File: config.mk
export PLATFORM = sky130hd
export DESIGN_NAME = cfts_seq
export DESIGN_NICKNAME = d
export VERILOG_FILES = /design/src/pkg/cfts_pkg.sv /design/src/cfts_seq.sv
export SDC_FILE = /design/constraint.sdc
export NUM_CORES = 1
export LEC_CHECK = 0
export ABC_AREA = 0
export BUFFER_PORTS_ARGS = -buffer_cell sky130_fd_sc_hd__buf_2
export CAP_MARGIN = 10
export CORE_MARGIN = 2
export CORE_UTILIZATION = 57
export CTS_CLUSTER_DIAMETER = 200
export CTS_CLUSTER_SIZE = 12
export DETAILED_ROUTE_END_ITERATION = 7
export HOLD_SLACK_MARGIN = 0.06
export PLACE_DENSITY = 0.8
export SETUP_SLACK_MARGIN = 0.02
export SLEW_MARGIN = 25
export SYNTH_ARGS = -nofsm -noshare
export SYNTH_HDL_FRONTEND = slang
export SYNTH_SLANG_ARGS = --single-unit
File: constraint.sdc
create_clock -name REF_CLK -period 2.5 [get_ports REF_CLK]
set_clock_uncertainty 0.05 [all_clocks]
set_input_delay 0.25 -clock REF_CLK [delete_from_list [all_inputs] [get_ports REF_CLK]]
set_output_delay 0.25 -clock REF_CLK [all_outputs]
set_load 0.02 [all_outputs]
File: src/pkg/cfts_pkg.sv
package cfts_pkg;

    // Timing, in microseconds, at a 100 MHz clock
    localparam int CLK_MHZ            = 100;
    localparam int STARTUP_US         = 100;
    localparam int CLIM_HOLD_US       = 1000;
    localparam int IN_LOW_QUAL_US     = 10;
    localparam int IN_HIGH_QUAL_US    = 10;
    localparam int STARTUP_CYC        = STARTUP_US * CLK_MHZ;
    localparam int CLIM_HOLD_CYC      = CLIM_HOLD_US * CLK_MHZ;
    localparam int IN_LOW_QUAL_CYC    = IN_LOW_QUAL_US * CLK_MHZ;
    localparam int IN_HIGH_QUAL_CYC   = IN_HIGH_QUAL_US * CLK_MHZ;
    localparam int CNT_W              = 20;

    // AXI4-Lite register map
    localparam logic [7:0] REG_CTRL    = 8'h00;
    localparam logic [7:0] REG_STATUS  = 8'h04;
    localparam logic [7:0] REG_IRQ_ST  = 8'h08;
    localparam logic [7:0] REG_IRQ_MSK = 8'h0C;
    localparam logic [1:0] RESP_OKAY   = 2'h0;
    localparam logic [1:0] RESP_SLVERR = 2'h2;

    // Event bit positions, shared by status-sticky and mask registers
    localparam int EV_IN_LOW   = 0;
    localparam int EV_IN_HIGH  = 1;
    localparam int EV_OUT_LOW  = 2;
    localparam int EV_OUT_HIGH = 3;
    localparam int EV_CLIM     = 4;
    localparam int EV_W        = 5;

    // CTRL bit: software turn-off request (ANDed with turn-on pin)
    localparam int CTRL_SW_OFF = 0;

    typedef enum logic [2:0] {
        CFTS_WAIT_PWR = 3'h0,
        CFTS_STARTUP  = 3'h1,
        CFTS_IDLE     = 3'h3,
        CFTS_RUN      = 3'h2,
        CFTS_FLT_LOW  = 3'h6,
        CFTS_FLT_HIGH = 3'h7,
        CFTS_FLT_OUT  = 3'h5
    } cfts_state_t;

    // Synchronised analog comparisons
    typedef struct packed {
        logic in_valid;
        logic in_above_low_fall;
        logic in_above_low_rise;
        logic in_above_high_rise;
        logic in_above_high_fall;
        logic out_below_low;
        logic out_above_high;
        logic over_limit;
        logic adj_above_off;
        logic adj_below_on;
        logic adj_above_nominal;
        logic turn_on;
    } cfts_cmp_t;

    typedef struct packed {
        cfts_state_t      st;
        cfts_cmp_t        s1;
        cfts_cmp_t        s2;
        cfts_cmp_t        s3;
        cfts_cmp_t        v;
        logic [CNT_W-1:0] boot_cnt;
        logic [CNT_W-1:0] clim_cnt;
        logic [CNT_W-1:0] low_cnt;
        logic [CNT_W-1:0] high_cnt;
        logic             adj_latched;
        logic             adj_mode;
        logic             run;
        logic             fault_ind;
        logic             clim_act;
        logic             clim_reduced;
        logic             ovp_latch;
        logic [31:0]      ctrl;
        logic [EV_W-1:0]  irq_st;
        logic [EV_W-1:0]  irq_msk;
        logic             irq;
        logic             aw_ok;
        logic [7:0]       aw_addr;
        logic             w_ok;
        logic [31:0]      w_data;
        logic             aw_rdy;
        logic             w_rdy;
        logic             bvalid;
        logic [1:0]       bresp;
        logic             arready;
        logic             rvalid;
        logic [31:0]      rdata;
        logic [1:0]       rresp;
    } cfts_reg_t;

endpackage

File: src/cfts_seq.sv
// Design decisions made here: the AXI4-Lite interface to the registers and the register addresses.
`timescale 1ns/1ns
// How it works
// - After power valid, wait startup delay, then sample adjust pin once.
// - Sample above off level: latch adjust disabled, nominal setpoint.
// - Host holds adjust low at power-up; device latches adjust mode on.
// - Adjust mode survives faults and turn-off; only power loss clears it.
// - Current limit engages only after over-limit holds for 1 ms.
// - Limit typically 120% (100-143%); reduced when adjusted above nominal.
// - Current limit may last; output-low level forces shutdown fault.
// - While stopped, turn-on ignored until input above falling low level.
// - Running input below falling low level registers fault, stops stage.
// - Input dips shorter than low qualify time are not detected.
// - After input-low fault, restart when above rising level and on.
// - Input above rising high level registers fault, stops switching.
// - After input-high fault, restart below falling high level if on.
// - Fast overvoltage stops switching at once; resumes if brief.
// - Overvoltage past high qualify time registers fault, running or not.
// - Low turn-on pin disables; floating pin reads high and enables.
// - Fault indicator active whenever stage stops, idle when running.
// - Output overvoltage latched until turn-on drops or power is lost.
module cfts_seq #(
    parameter int STARTUP_CYCLES   = cfts_pkg::STARTUP_CYC,
    parameter int CLIM_HOLD_CYCLES = cfts_pkg::CLIM_HOLD_CYC,
    parameter int IN_LOW_CYCLES    = cfts_pkg::IN_LOW_QUAL_CYC,
    parameter int IN_HIGH_CYCLES   = cfts_pkg::IN_HIGH_QUAL_CYC
) (
    // Clock and reset
    input  wire logic               REF_CLK,
    input  wire logic               NRST,
    // Comparator and pin inputs
    input  wire cfts_pkg::cfts_cmp_t CMP,
    // Power stage and indicator
    output logic                    SWITCH_EN,
    output logic                    FAULT_IND,
    output logic                    ADJ_MODE,
    output logic                    CLIM_ACTIVE,
    output logic                    CLIM_REDUCED,
    output logic                    IRQ,
    // AXI4-Lite slave
    input  wire logic [7:0]         AWADDR,
    input  wire logic               AWVALID,
    output logic                    AWREADY,
    input  wire logic [31:0]        WDATA,
    input  wire logic [3:0]         WSTRB,
    input  wire logic               WVALID,
    output logic                    WREADY,
    output logic [1:0]              BRESP,
    output logic                    BVALID,
    input  wire logic               BREADY,
    input  wire logic [7:0]         ARADDR,
    input  wire logic               ARVALID,
    output logic                    ARREADY,
    output logic [31:0]             RDATA,
    output logic [1:0]              RRESP,
    output logic                    RVALID,
    input  wire logic               RREADY
);
    import cfts_pkg::*;

    localparam logic [CNT_W-1:0] BOOT_N = CNT_W'(STARTUP_CYCLES);
    localparam logic [CNT_W-1:0] CLIM_N = CNT_W'(CLIM_HOLD_CYCLES);
    localparam logic [CNT_W-1:0] LOW_N  = CNT_W'(IN_LOW_CYCLES);
    localparam logic [CNT_W-1:0] HIGH_N = CNT_W'(IN_HIGH_CYCLES);

    cfts_reg_t q;
    cfts_reg_t d;
    logic      on_req;
    logic      in_low;
    logic      in_high;
    logic      low_qual;
    logic      high_qual;
    logic [EV_W-1:0] ev;
    logic [7:0] wa;

    always_comb begin
        d = q;
        ev = '0;
        // Synchroniser, input counts once stages two and three agree
        d.s1 = CMP;
        d.s2 = q.s1;
        d.s3 = q.s2;
        for (int i = 0; i < $bits(cfts_cmp_t); i++) begin
            d.v[i] = (q.s2[i] == q.s3[i]) ? q.s3[i] : q.v[i];
        end

        // Turn-on pin high (pulled up when floating) and no soft-off
        on_req  = q.v.turn_on && !q.ctrl[CTRL_SW_OFF];
        in_low  = !q.v.in_above_low_fall;
        in_high = q.v.in_above_high_rise;

        // Qualification counters; short dips never reach the limit
        d.low_cnt  = in_low ? ((q.low_cnt < LOW_N) ? q.low_cnt + 1'b1
                                                    : q.low_cnt) : '0;
        d.high_cnt = in_high ? ((q.high_cnt < HIGH_N) ? q.high_cnt + 1'b1
                                                       : q.high_cnt) : '0;
        low_qual  = (q.low_cnt >= LOW_N);
        high_qual = (q.high_cnt >= HIGH_N);

        // Output overvoltage latch, cleared by turn-off or power loss
        if (q.run && q.v.out_above_high) begin
            d.ovp_latch = 1'b1;
            ev[EV_OUT_HIGH] = 1'b1;
        end else if (!on_req) begin
            d.ovp_latch = 1'b0;
        end

        // Current limit hold-off of 1 ms before engaging
        if (q.run && q.v.over_limit) begin
            d.clim_cnt = (q.clim_cnt < CLIM_N) ? q.clim_cnt + 1'b1 : q.clim_cnt;
        end else begin
            d.clim_cnt = '0;
        end
        d.clim_act = q.run && q.v.over_limit && (q.clim_cnt >= CLIM_N);
        if (d.clim_act && !q.clim_act) begin
            ev[EV_CLIM] = 1'b1;
        end
        // Lower the limit when adjusted above nominal setpoint
        d.clim_reduced = q.adj_mode && q.v.adj_above_nominal;

        case (q.st)
            CFTS_WAIT_PWR: begin
                d.run = 1'b0;
                d.boot_cnt = '0;
                if (q.v.in_valid && q.v.in_above_low_rise) begin
                    d.st = CFTS_STARTUP;
                end
            end
            CFTS_STARTUP: begin
                d.boot_cnt = q.boot_cnt + 1'b1;
                if (q.boot_cnt >= BOOT_N) begin
                    // Single sample; pulled-up pin means nominal setpoint
                    d.adj_latched = 1'b1;
                    d.adj_mode = q.v.adj_below_on && !q.v.adj_above_off;
                    d.st = CFTS_IDLE;
                end
            end
            CFTS_IDLE: begin
                // Turn-on ignored while input still low
                if (on_req && !in_low && !q.ovp_latch
                        && !q.v.in_above_high_rise) begin
                    d.st = CFTS_RUN;
                end
                if (high_qual) begin  // Registered even when stopped
                    ev[EV_IN_HIGH] = 1'b1;
                    d.st = CFTS_FLT_HIGH;
                end
            end
            CFTS_RUN: begin
                if (!on_req) begin
                    d.st = CFTS_IDLE;
                end else if (low_qual) begin
                    ev[EV_IN_LOW] = 1'b1;
                    d.st = CFTS_FLT_LOW;
                end else if (high_qual) begin
                    ev[EV_IN_HIGH] = 1'b1;
                    d.st = CFTS_FLT_HIGH;
                end else if (q.v.out_below_low || q.v.out_above_high) begin
                    // Current limit alone never stops the stage
                    ev[EV_OUT_LOW] = q.v.out_below_low;
                    d.st = CFTS_FLT_OUT;
                end
            end
            CFTS_FLT_LOW: begin
                if (q.v.in_above_low_rise) begin
                    d.st = CFTS_IDLE;
                end
            end
            CFTS_FLT_HIGH: begin
                if (!q.v.in_above_high_fall) begin
                    d.st = CFTS_IDLE;
                end
            end
            CFTS_FLT_OUT: begin
                // Output-low retries through idle; overvoltage holds latch
                d.st = CFTS_IDLE;
            end
            default: d.st = CFTS_WAIT_PWR;
        endcase

        // Fast overvoltage gate stops switching at once, no fault yet
        d.run = (d.st == CFTS_RUN) && !in_high && q.v.in_valid;
        // Indicator active whenever the stage is stopped
        d.fault_ind = !d.run;

        // Loss of input power clears state, adjust mode and overvoltage latch; CTRL and event status kept
        if (!q.v.in_valid) begin
            d.st = CFTS_WAIT_PWR;
            d.adj_latched = 1'b0;
            d.adj_mode = 1'b0;
            d.ovp_latch = 1'b0;
            d.run = 1'b0;
            d.fault_ind = 1'b1;
        end

        // AXI4-Lite write: address and data in either order
        if (AWVALID && !q.aw_ok && !q.bvalid) begin
            d.aw_ok = 1'b1;
            d.aw_addr = AWADDR;
        end
        if (WVALID && !q.w_ok && !q.bvalid) begin
            d.w_ok = 1'b1;
            d.w_data = WDATA;
        end
        wa = q.aw_addr;
        // Hardware set wins over write-one-to-clear
        d.irq_st = q.irq_st;
        if (q.aw_ok && q.w_ok && !q.bvalid) begin
            d.aw_ok = 1'b0;
            d.w_ok = 1'b0;
            d.bvalid = 1'b1;
            d.bresp = RESP_OKAY;
            case (wa)
                REG_CTRL:    d.ctrl = q.w_data;
                REG_IRQ_ST:  d.irq_st = q.irq_st & ~q.w_data[EV_W-1:0];
                REG_IRQ_MSK: d.irq_msk = q.w_data[EV_W-1:0];
                REG_STATUS:  d.bresp = RESP_OKAY;
                default:     d.bresp = RESP_SLVERR;
            endcase
        end
        d.irq_st = d.irq_st | ev;
        if (q.bvalid && BREADY) begin
            d.bvalid = 1'b0;
        end
        d.aw_rdy = !d.aw_ok && !d.bvalid;
        d.w_rdy  = !d.w_ok && !d.bvalid;
        d.irq = |(d.irq_st & d.irq_msk);

        // AXI4-Lite read, one at a time
        d.arready = ARVALID && !q.arready && !q.rvalid;
        if (q.arready) begin
            d.rvalid = 1'b1;
            d.rresp = RESP_OKAY;
            case (ARADDR)
                REG_CTRL:    d.rdata = q.ctrl;
                REG_STATUS:  d.rdata = {23'h000000, q.ovp_latch, q.clim_act,
                                        q.adj_latched, q.adj_mode, q.run,
                                        q.fault_ind, q.st};
                REG_IRQ_ST:  d.rdata = {27'h0000000, q.irq_st};
                REG_IRQ_MSK: d.rdata = {27'h0000000, q.irq_msk};
                default: begin
                    d.rdata = 32'h00000000;
                    d.rresp = RESP_SLVERR;
                end
            endcase
        end
        if (q.rvalid && RREADY) begin
            d.rvalid = 1'b0;
        end
    end

    always_ff @(posedge REF_CLK or negedge NRST) begin
        if (!NRST) begin
            q <= '0;
            q.fault_ind <= 1'b1;
            q.aw_rdy <= 1'b1;
            q.w_rdy <= 1'b1;
            q.st <= CFTS_WAIT_PWR;
        end else begin
            q <= d;
        end
    end

    assign SWITCH_EN    = q.run;
    assign FAULT_IND    = q.fault_ind;
    assign ADJ_MODE     = q.adj_mode;
    assign CLIM_ACTIVE  = q.clim_act;
    assign CLIM_REDUCED = q.clim_reduced;
    assign IRQ          = q.irq;
    assign AWREADY      = q.aw_rdy;
    assign WREADY       = q.w_rdy;
    assign BVALID       = q.bvalid;
    assign BRESP        = q.bresp;
    assign ARREADY      = q.arready;
    assign RVALID       = q.rvalid;
    assign RDATA        = q.rdata;
    assign RRESP        = q.rresp;

    property p_ind_run;
        @(posedge REF_CLK) disable iff (!NRST) q.run |-> !q.fault_ind;
    endproperty
    a_ind_run: assert property (p_ind_run) else $error("indicator on while running");

    property p_clim_hold;
        @(posedge REF_CLK) disable iff (!NRST)
            $rose(q.clim_act) |-> $past(q.clim_cnt) >= CLIM_N;
    endproperty
    a_clim_hold: assert property (p_clim_hold) else $error("limit engaged early");

    property p_adj_keep;
        @(posedge REF_CLK) disable iff (!NRST)
            q.adj_latched && q.v.in_valid |=> $stable(q.adj_mode);
    endproperty
    a_adj_keep: assert property (p_adj_keep) else $error("adjust mode changed");

    property p_no_start_low;
        @(posedge REF_CLK) disable iff (!NRST)
            $rose(q.run) |-> $past(q.v.in_above_low_fall);
    endproperty
    a_no_start_low: assert property (p_no_start_low) else $error("started on low input");

    property p_high_stop;
        @(posedge REF_CLK) disable iff (!NRST)
            q.v.in_above_high_rise |=> !q.run;
    endproperty
    a_high_stop: assert property (p_high_stop) else $error("ran during overvoltage");

    property p_ovp_block;
        @(posedge REF_CLK) disable iff (!NRST) q.ovp_latch |=> !q.run;
    endproperty
    a_ovp_block: assert property (p_ovp_block) else $error("restart with latch set");

    property p_off_stop;
        @(posedge REF_CLK) disable iff (!NRST)
            !q.v.turn_on |=> !q.run;
    endproperty
    a_off_stop: assert property (p_off_stop) else $error("ran while turned off");

    property p_low_fault;
        @(posedge REF_CLK) disable iff (!NRST)
            q.st == CFTS_RUN && q.low_cnt >= LOW_N && on_req && q.v.in_valid
            |=> q.st == CFTS_FLT_LOW;
    endproperty
    a_low_fault: assert property (p_low_fault) else $error("input-low not registered");

    property p_adj_sample;
        @(posedge REF_CLK) disable iff (!NRST)
            $rose(q.adj_latched) |-> $past(q.boot_cnt) >= BOOT_N;
    endproperty
    a_adj_sample: assert property (p_adj_sample)
        else $error("adjust sampled early");

    property p_adj_val;
        @(posedge REF_CLK) disable iff (!NRST)
            $rose(q.adj_latched) |-> q.adj_mode ==
                $past(q.v.adj_below_on && !q.v.adj_above_off);
    endproperty
    a_adj_val: assert property (p_adj_val)
        else $error("adjust mode wrong");

    property p_clim_red;
        @(posedge REF_CLK) disable iff (!NRST)
            q.adj_mode && q.v.adj_above_nominal |=> q.clim_reduced;
    endproperty
    a_clim_red: assert property (p_clim_red)
        else $error("limit not lowered");

    property p_out_low;
        @(posedge REF_CLK) disable iff (!NRST)
            q.run && q.v.out_below_low |=> !q.run;
    endproperty
    a_out_low: assert property (p_out_low)
        else $error("ran below output-low level");

    property p_low_wait;
        @(posedge REF_CLK) disable iff (!NRST)
            q.st == CFTS_FLT_LOW && !q.v.in_above_low_rise
            |=> q.st != CFTS_IDLE;
    endproperty
    a_low_wait: assert property (p_low_wait)
        else $error("left input-low fault early");

    property p_high_wait;
        @(posedge REF_CLK) disable iff (!NRST)
            q.st == CFTS_FLT_HIGH && q.v.in_above_high_fall
            |=> q.st != CFTS_IDLE;
    endproperty
    a_high_wait: assert property (p_high_wait)
        else $error("left input-high fault early");

    property p_high_qual;
        @(posedge REF_CLK) disable iff (!NRST)
            q.st == CFTS_IDLE && high_qual && q.v.in_valid
            |=> q.st == CFTS_FLT_HIGH;
    endproperty
    a_high_qual: assert property (p_high_qual)
        else $error("idle overvoltage missed");

    property p_set_wins;
        @(posedge REF_CLK) disable iff (!NRST)
            |ev |=> (q.irq_st & $past(ev)) == $past(ev);
    endproperty
    a_set_wins: assert property (p_set_wins)
        else $error("event lost");

endmodule

==> impl_metrics.ini, run 1 <==
[route]
drtIter0Drc = 443
final_antenna_net_count = 0
wire_per_inst_microns = 17.07
routed_via_density = 5.559
drc = 0
wl_mm = 22.67
dr_total_vias = 7382
firstDrtPassIters = 5

[run]
drv_cap = 0

[die]
start_util_pct = 58.22
ios = 118
core_sq_um = 18770
die_y_microns = 142.5
fp.dieW_microns = 142.5
dieArea_sq_um = 20290
num_rows = 50

[setup_path]
r2r_end = q[140]
arrival_ps = 2680
worstSetupStartpoint = q[145]
r2r_start = q[145]
startpoint_type = flip-flop
reg2reg_depth = 5
crit_required_ps = 2880
regToRegSetupSlack_ps = 210
worstSetupPathType = flip-flop to flip-flop
end_kind = flip-flop
crit_fanout = 5

[synth]
synth_xor_xnor_area_share_pct = 2.244
ys_ff_latch = 262
synth-seq-area-share_pct = 60.04
yosys.area_share.simple_pct = 12.38
async_flop_share_pct = 100.0
synth_ff_type = dfrtp_1
yosysWarningCount = 0
synth_top_family_by_area = simple AND/OR/NAND/NOR gates
netlist_top_cells_area = dfrtp_1 (59%), mux2_2 (8.0%), buf_4 (2.5%)
synth_compound_area_share_pct = 8.027
yosys-mux-area-fraction_pct = 9.435
synthAdderAreaFrac_pct = 2.015
synth_edf_count = 0
synth.distinct_cells = 65
synthDominantCellAreaShare_pct = 59.32
yosysTopAreaCell = dfrtp_1
avgSynthCellArea_sq_um = 11.84
syn-cell-area_sq_um = 10930
synthCells = 923

[clock_network]
cts_made_buffers = 25
tritoncts = done
cts-root-buf = clkbuf_16
cts_buffer_depth = 3
htreeDepth = 1
cts.sinks = 262
cts.clk_slew.worst_paths_ps = 60
post-cts-setup-buffers = 0
clk-insertion-delay-late_ps = 510

[cells_and_area]
fillers = 1251
ff_latch_area_sq_um = 6560
multi_input_area_sq_um = 3745
drive_above_1_share_pct = 24.34
syn_to_final_growth_pct = 18.39
nets = 1154
stdcell_count = 1328

[place]
pre_cts_slack_ps = 229.3
portBuffers = 111
dp_cells = 1225
place_congestion = 0.8430
hpwl_mm = 14.16

[worst_hold_path]
hold_path_depth = 3
holdPathEnd = RDATA[5]
hold_class = primary input to flip-flop
hold_path.startpoint = ARADDR[2]

[timing]
setup_viol = 0
fin_crit_ps = 2293
setup_tns_ps = 0
max_slew_margin_pct = 59.06
slew_violations = 0
grt_setup_unrepaired = no
setup_slack_ps = 207.3
tightest_slew_ps = 598.6
fmax_mhz = 436.2
hold_violations = 0
timing.final.crit_share_pct = 91.71

[global_route]
grt_pass1_vias = 7626
antenna_found_initial = 1
grt_usage_pct = 23.27
grt_pass1_wl_mm = 37.90
grt_max_degree = 61
grt.overflow.total = 0

[pwr]
leakage_nw = 5.953
irDropWorstVdd_mv = 0.5198
power_density_nw_per_um2 = 787.1

[status]
status = finished clean
[state kept, by name, summed over array words and instances, names as in the netlist]
| register | count |
|---|---|
| AWREADY | 1 |
| d | 24 |
| RDATA | 32 |
| CLIM_REDUCED | 1 |
| IRQ | 1 |
| BVALID | 1 |
| ADJ_MODE | 1 |
| q | 184 |
| CLIM_ACTIVE | 1 |
| RVALID | 1 |
| BRESP | 1 |
| in_high | 1 |
| wa | 8 |
| FAULT_IND | 1 |
| RRESP | 1 |
| WREADY | 1 |
| ARREADY | 1 |
| SWITCH_EN | 1 |
[timing repair]
item                                    4_1_cts  5_1_grt
gates resized for setup                       0        1
hold buffers                                 57        0
endpoints found under the hold margin       175        0
endpoints found under the setup margin        0        1
[stage by stage]
| stage | instance area [sq um] | utilization (%) | power (mW) | hold slack (ps) |
|---|---|---|---|---|
| after floorplan | 10930 | - | 6.193 | -95.59 |
| final | 12940 | 68.93 | 10.18 | 187.3 |
| after global routing | 12940 | 68.93 | 10.63 | 223.0 |
| after global placement | 11650 | 62.05 | 6.594 | 168.3 |
| after detailed placement | 11650 | 62.05 | 6.711 | 169.2 |
| after CTS | 12930 | 68.88 | 10.19 | 179.7 |
[synthesized netlist by cell type (3+ instances only)]
library cell and instances:
mux4_2 5, a22o_1 4, mux2_2 78, mux2i_1 4
and2_1 20, and3_1 8, nand2_1 74, or2_2 3
nand3_1 20, o211ai_1 4, a41oi_1 3, dfrtp_1 259
nor3_1 8, a21oi_1 19, a21o_1 7, a31oi_1 4
dfstp_2 3, nand4_1 16, clkbuf_1 29, and4_1 3
or3_1 7, o21ai_0 40, maj3_1 12, buf_4 37
ha_1 8, xnor2_1 21, nor4_1 13, o21a_1 6
nor2b_1 11, o31ai_1 13, a21boi_1 3, or4_1 7
nand2b_1 4, buf_1 5, o22ai_1 9, inv_1 59
xor2_1 7, nor2_1 53, nor3b_1 3
[worst max path at each step]
stage	end	slack (ps)	depth (start not counted)
floorplan	q[211]	370	8
global placement	q[140]	260	5
detailed placement	IRQ	230	7
CTS	IRQ	180	7
global route	q[211]	60	7
finish	q[140]	210	5
[per-layer routing]
layer	global-route usage, %	vias up	share of wire, %
met1	31.20	3650	43
met3	3.668	65	4.3
li1	-	3456	-
met5	0	-	0
met2	38.77	211	49
met4	8.546	0	3.5
[worst max-delay path, stage by stage, from the launching register on]
cell and delay [ps]:
dfrtp_1 370, or4_4 550, nor4_4 390, nand4_2 200
or4_1 500, a21boi_1 150
[placed cells by master, fill, tap and decap left out, types with 6 or more instances in the layout]
| master | netlist | final |
|---|---|---|
| a21o_1 | 7 | 7 |
| a21oi_1 | 19 | 19 |
| and2_1 | 20 | 20 |
| and3_1 | 8 | 8 |
| buf_2 | 2 | 110 |
| buf_4 | 37 | 25 |
| clkbuf_1 | 29 | 19 |
| clkbuf_16 | 0 | 25 |
| dfrtp_1 | 259 | 259 |
| dlygate4sd3_1 | 0 | 57 |
| ha_1 | 8 | 8 |
| inv_1 | 59 | 59 |
| maj3_1 | 12 | 12 |
| mux2_2 | 78 | 78 |
| nand2_1 | 74 | 74 |
| nand3_1 | 20 | 20 |
| nand4_1 | 16 | 16 |
| nor2_1 | 53 | 53 |
| nor2b_1 | 11 | 11 |
| nor3_1 | 8 | 8 |
| nor4_1 | 13 | 12 |
| o21a_1 | 6 | 6 |
| o21ai_0 | 40 | 40 |
| o22ai_1 | 9 | 9 |
| o31ai_1 | 13 | 13 |
| or3_1 | 7 | 7 |
| or4_1 | 7 | 7 |
| xnor2_1 | 21 | 21 |
| xor2_1 | 7 | 7 |
[final cells by class]
type	instances	area share, %
Tap cell	234	2.263
Clock buffer	45	5.494
Inverter	59	1.712
Timing Repair Buffer	197	10.85
Antenna cell	1	0.01934
Multi-Input combinational cell	530	28.95
Sequential cell	262	50.71
[report_power, final]
part / total (mW) / switching, mW / internal (mW)
clock network: 3.40 / 1.50 / 1.90
logic: 1.47 / 0.695 / 0.776
registers: 5.31 / 0.439 / 4.87
total: 10.2 / 2.64 / 7.55
[cells by family after synthesis]
group	after synthesis
buffers and inverters	132
muxes	87
AOI/OAI and AO/OA	132
xor gates and xnor gates	28
adders and majority gates	20
other	1
DFF	262
and+or+nand+nor	261
Power figures use the tool's default switching activity.
==> inputs of run 2 (changes only) <==
Settings changed: GPL_TIMING_DRIVEN set to 0, REMOVE_ABC_BUFFERS set to 1, SLEW_MARGIN 25 to 30.
==> run 2 against run 1 <==
  * Sequential power increased by 1%
  * Largest power group unchanged
  * Critical path type unchanged
  * Combinational power down 4%
  * Sequential cell count stayed put
  * Register-to-register slack got worse by 100 ps
==> impl_metrics.ini, run 2 (synthesized netlist as in run 1, its figures left out) <==
[route]
wl_mm = 23.11
final_antenna_net_count = 0
firstDrtPassIters = 4
dr_total_vias = 7416
drc = 0
routed_via_density = 5.687
drtIter0Drc = 473
wire_per_inst_microns = 17.72

[pwr]
power_density_nw_per_um2 = 786.1
irDropWorstVdd_mv = 0.6236
switching_power_mw = 2.626
swShare_pct = 25.93
p_comb_share_pct = 13.9
clock_power_share_pct = 32.9
p_int_mw = 7.499
power_frac_seq_pct = 53.2
leakage_nw = 5.891

[global_route]
grt_max_degree = 74
grt.overflow.total = 0
grtUsageMet3_pct = 3.331
grt_pass1_wl_mm = 37.85
antenna_found_initial = 1
grt_usage_pct = 23.14
use_met2_pct = 38.79
grt_pass1_vias = 7672
gr-usage-met1_pct = 30.79
grt.busiest_layer = met2

[timing]
fmax_mhz = 417.4
max_slew_margin_pct = 46.47
slew_violations = 0
hold_violations = 0
setup_slack_ps = 104.4
timing.hold.ws_ps = 188.6
fin_crit_ps = 2396
tightest_slew_ps = 795.7
setup_viol = 0
grt_setup_unrepaired = no
timing.final.crit_share_pct = 95.82

[die]
start_util_pct = 58.22
fp.dieW_microns = 142.5
dieArea_sq_um = 20290
die_y_microns = 142.5
core_sq_um = 18770
ios = 118
num_rows = 50

[place]
pre_cts_slack_ps = -165.3
portBuffers = 111
hpwl_mm = 13.76
place_congestion = 0.8398

[status]
status = finished clean

[clock_network]
htreeDepth = 1
cts_made_buffers = 25
cts.clk_slew.worst_paths_ps = 70
clk-insertion-delay-late_ps = 520
tritoncts = done
cts-root-buf = clkbuf_16
cts_buffer_depth = 3
cts.sinks = 262

[setup_path]
reg2reg_depth = 6
worstSetupStartpoint = wa[5]
crit_required_ps = 2830
regToRegSetupSlack_ps = 100
startpoint_type = flip-flop
r2r_end = IRQ
arrival_ps = 2730
end_kind = flip-flop
crit_fanout = 5
r2r_start = wa[5]
cp-endpoint = IRQ
worstSetupPathType = flip-flop to flip-flop

[cells_and_area]
multi_input_area_sq_um = 3801
syn_to_final_growth_pct = 17.88
final_cell_mix = dfrtp_1 (257), buf_2 (110), mux2_2 (78)
drive_above_1_share_pct = 24.32
largest-register = q
ff_latch_area_sq_um = 6565
fillers = 1292
final_common_cell = dfrtp_1
largest_reg_flops = 184
nets = 1139

[run]
drv_cap = 0

[worst_hold_path]
hold_class = primary input to flip-flop
hold_path_depth = 4
run 2: how the worst min path moves through the flow:
stage / from / endpoint / slack [ps]
after floorplan: NRST / ADJ_MODE / -100
after global placement: d[242] / d[230] / 280
after detailed placement: NRST / wa[7] / 170
after CTS: AWVALID / q[82] / 180
after global routing: AWVALID / q[82] / 220
final: AWVALID / q[82] / 190
run 2: final cells by class:
cell class | instances | area share [%]
inverter | 59 | 1.719
sequential | 262 | 50.97
timing repair buffer | 181 | 10.25
tap | 234 | 2.273
multi-input combinational | 531 | 29.51
antenna | 1 | 0.01943
clock buffer | 36 | 5.255
run 2: through the flow:
stage	cell area, sq um	std cells	power [mW]	TNS (ps)	utilization, %
floorplan	10520	851	6.155	-37290	-
global placement	11360	1196	6.544	-1005400	60.55
detailed placement	11540	1204	6.686	-2694	61.48
CTS	12830	1303	10.09	0	68.39
global route	12880	1304	10.56	0	68.63
finish	12880	1304	10.12	0	68.63
run 2: power groups by stage:
stage / combinational (mW) / sequential (mW) / clock [mW]
global route: 1.53 / 5.46 / 3.57
finish: 1.41 / 5.38 / 3.34
global placement: 1.19 / 5.35 / 0
CTS: 1.37 / 5.34 / 3.37
floorplan: 0.856 / 5.30 / 0
detailed placement: 1.28 / 5.41 / 0
run 2: repair_timing:
item | 4_1_cts | 5_1_grt
hold buffers | 58 | 0
gates resized for setup | 1 | 10
endpoints found under the hold margin | 116 | 0
gates cloned | 1 | 0
buffers inserted | 4 | 0
setup endpoints to repair | 26 | 40
pin swaps | 2 | 1
run 2: critical path, stage by stage (launching register included):
cell	delay [ps]
dfrtp_1	390
nor4_1	440
nand3_1	270
nor2_4	250
mux2_2	380
a222oi_1	370
nand2_1	110
run 2: routing by layer:
| metal | part of all wire [%] | up-vias |
|---|---|---|
| met1 | 43 | 3693 |
| met2 | 49 | 226 |
| li1 | - | 3432 |
| met5 | 0 | - |
| met4 | 3.7 | 0 |
| met3 | 4.4 | 65 |
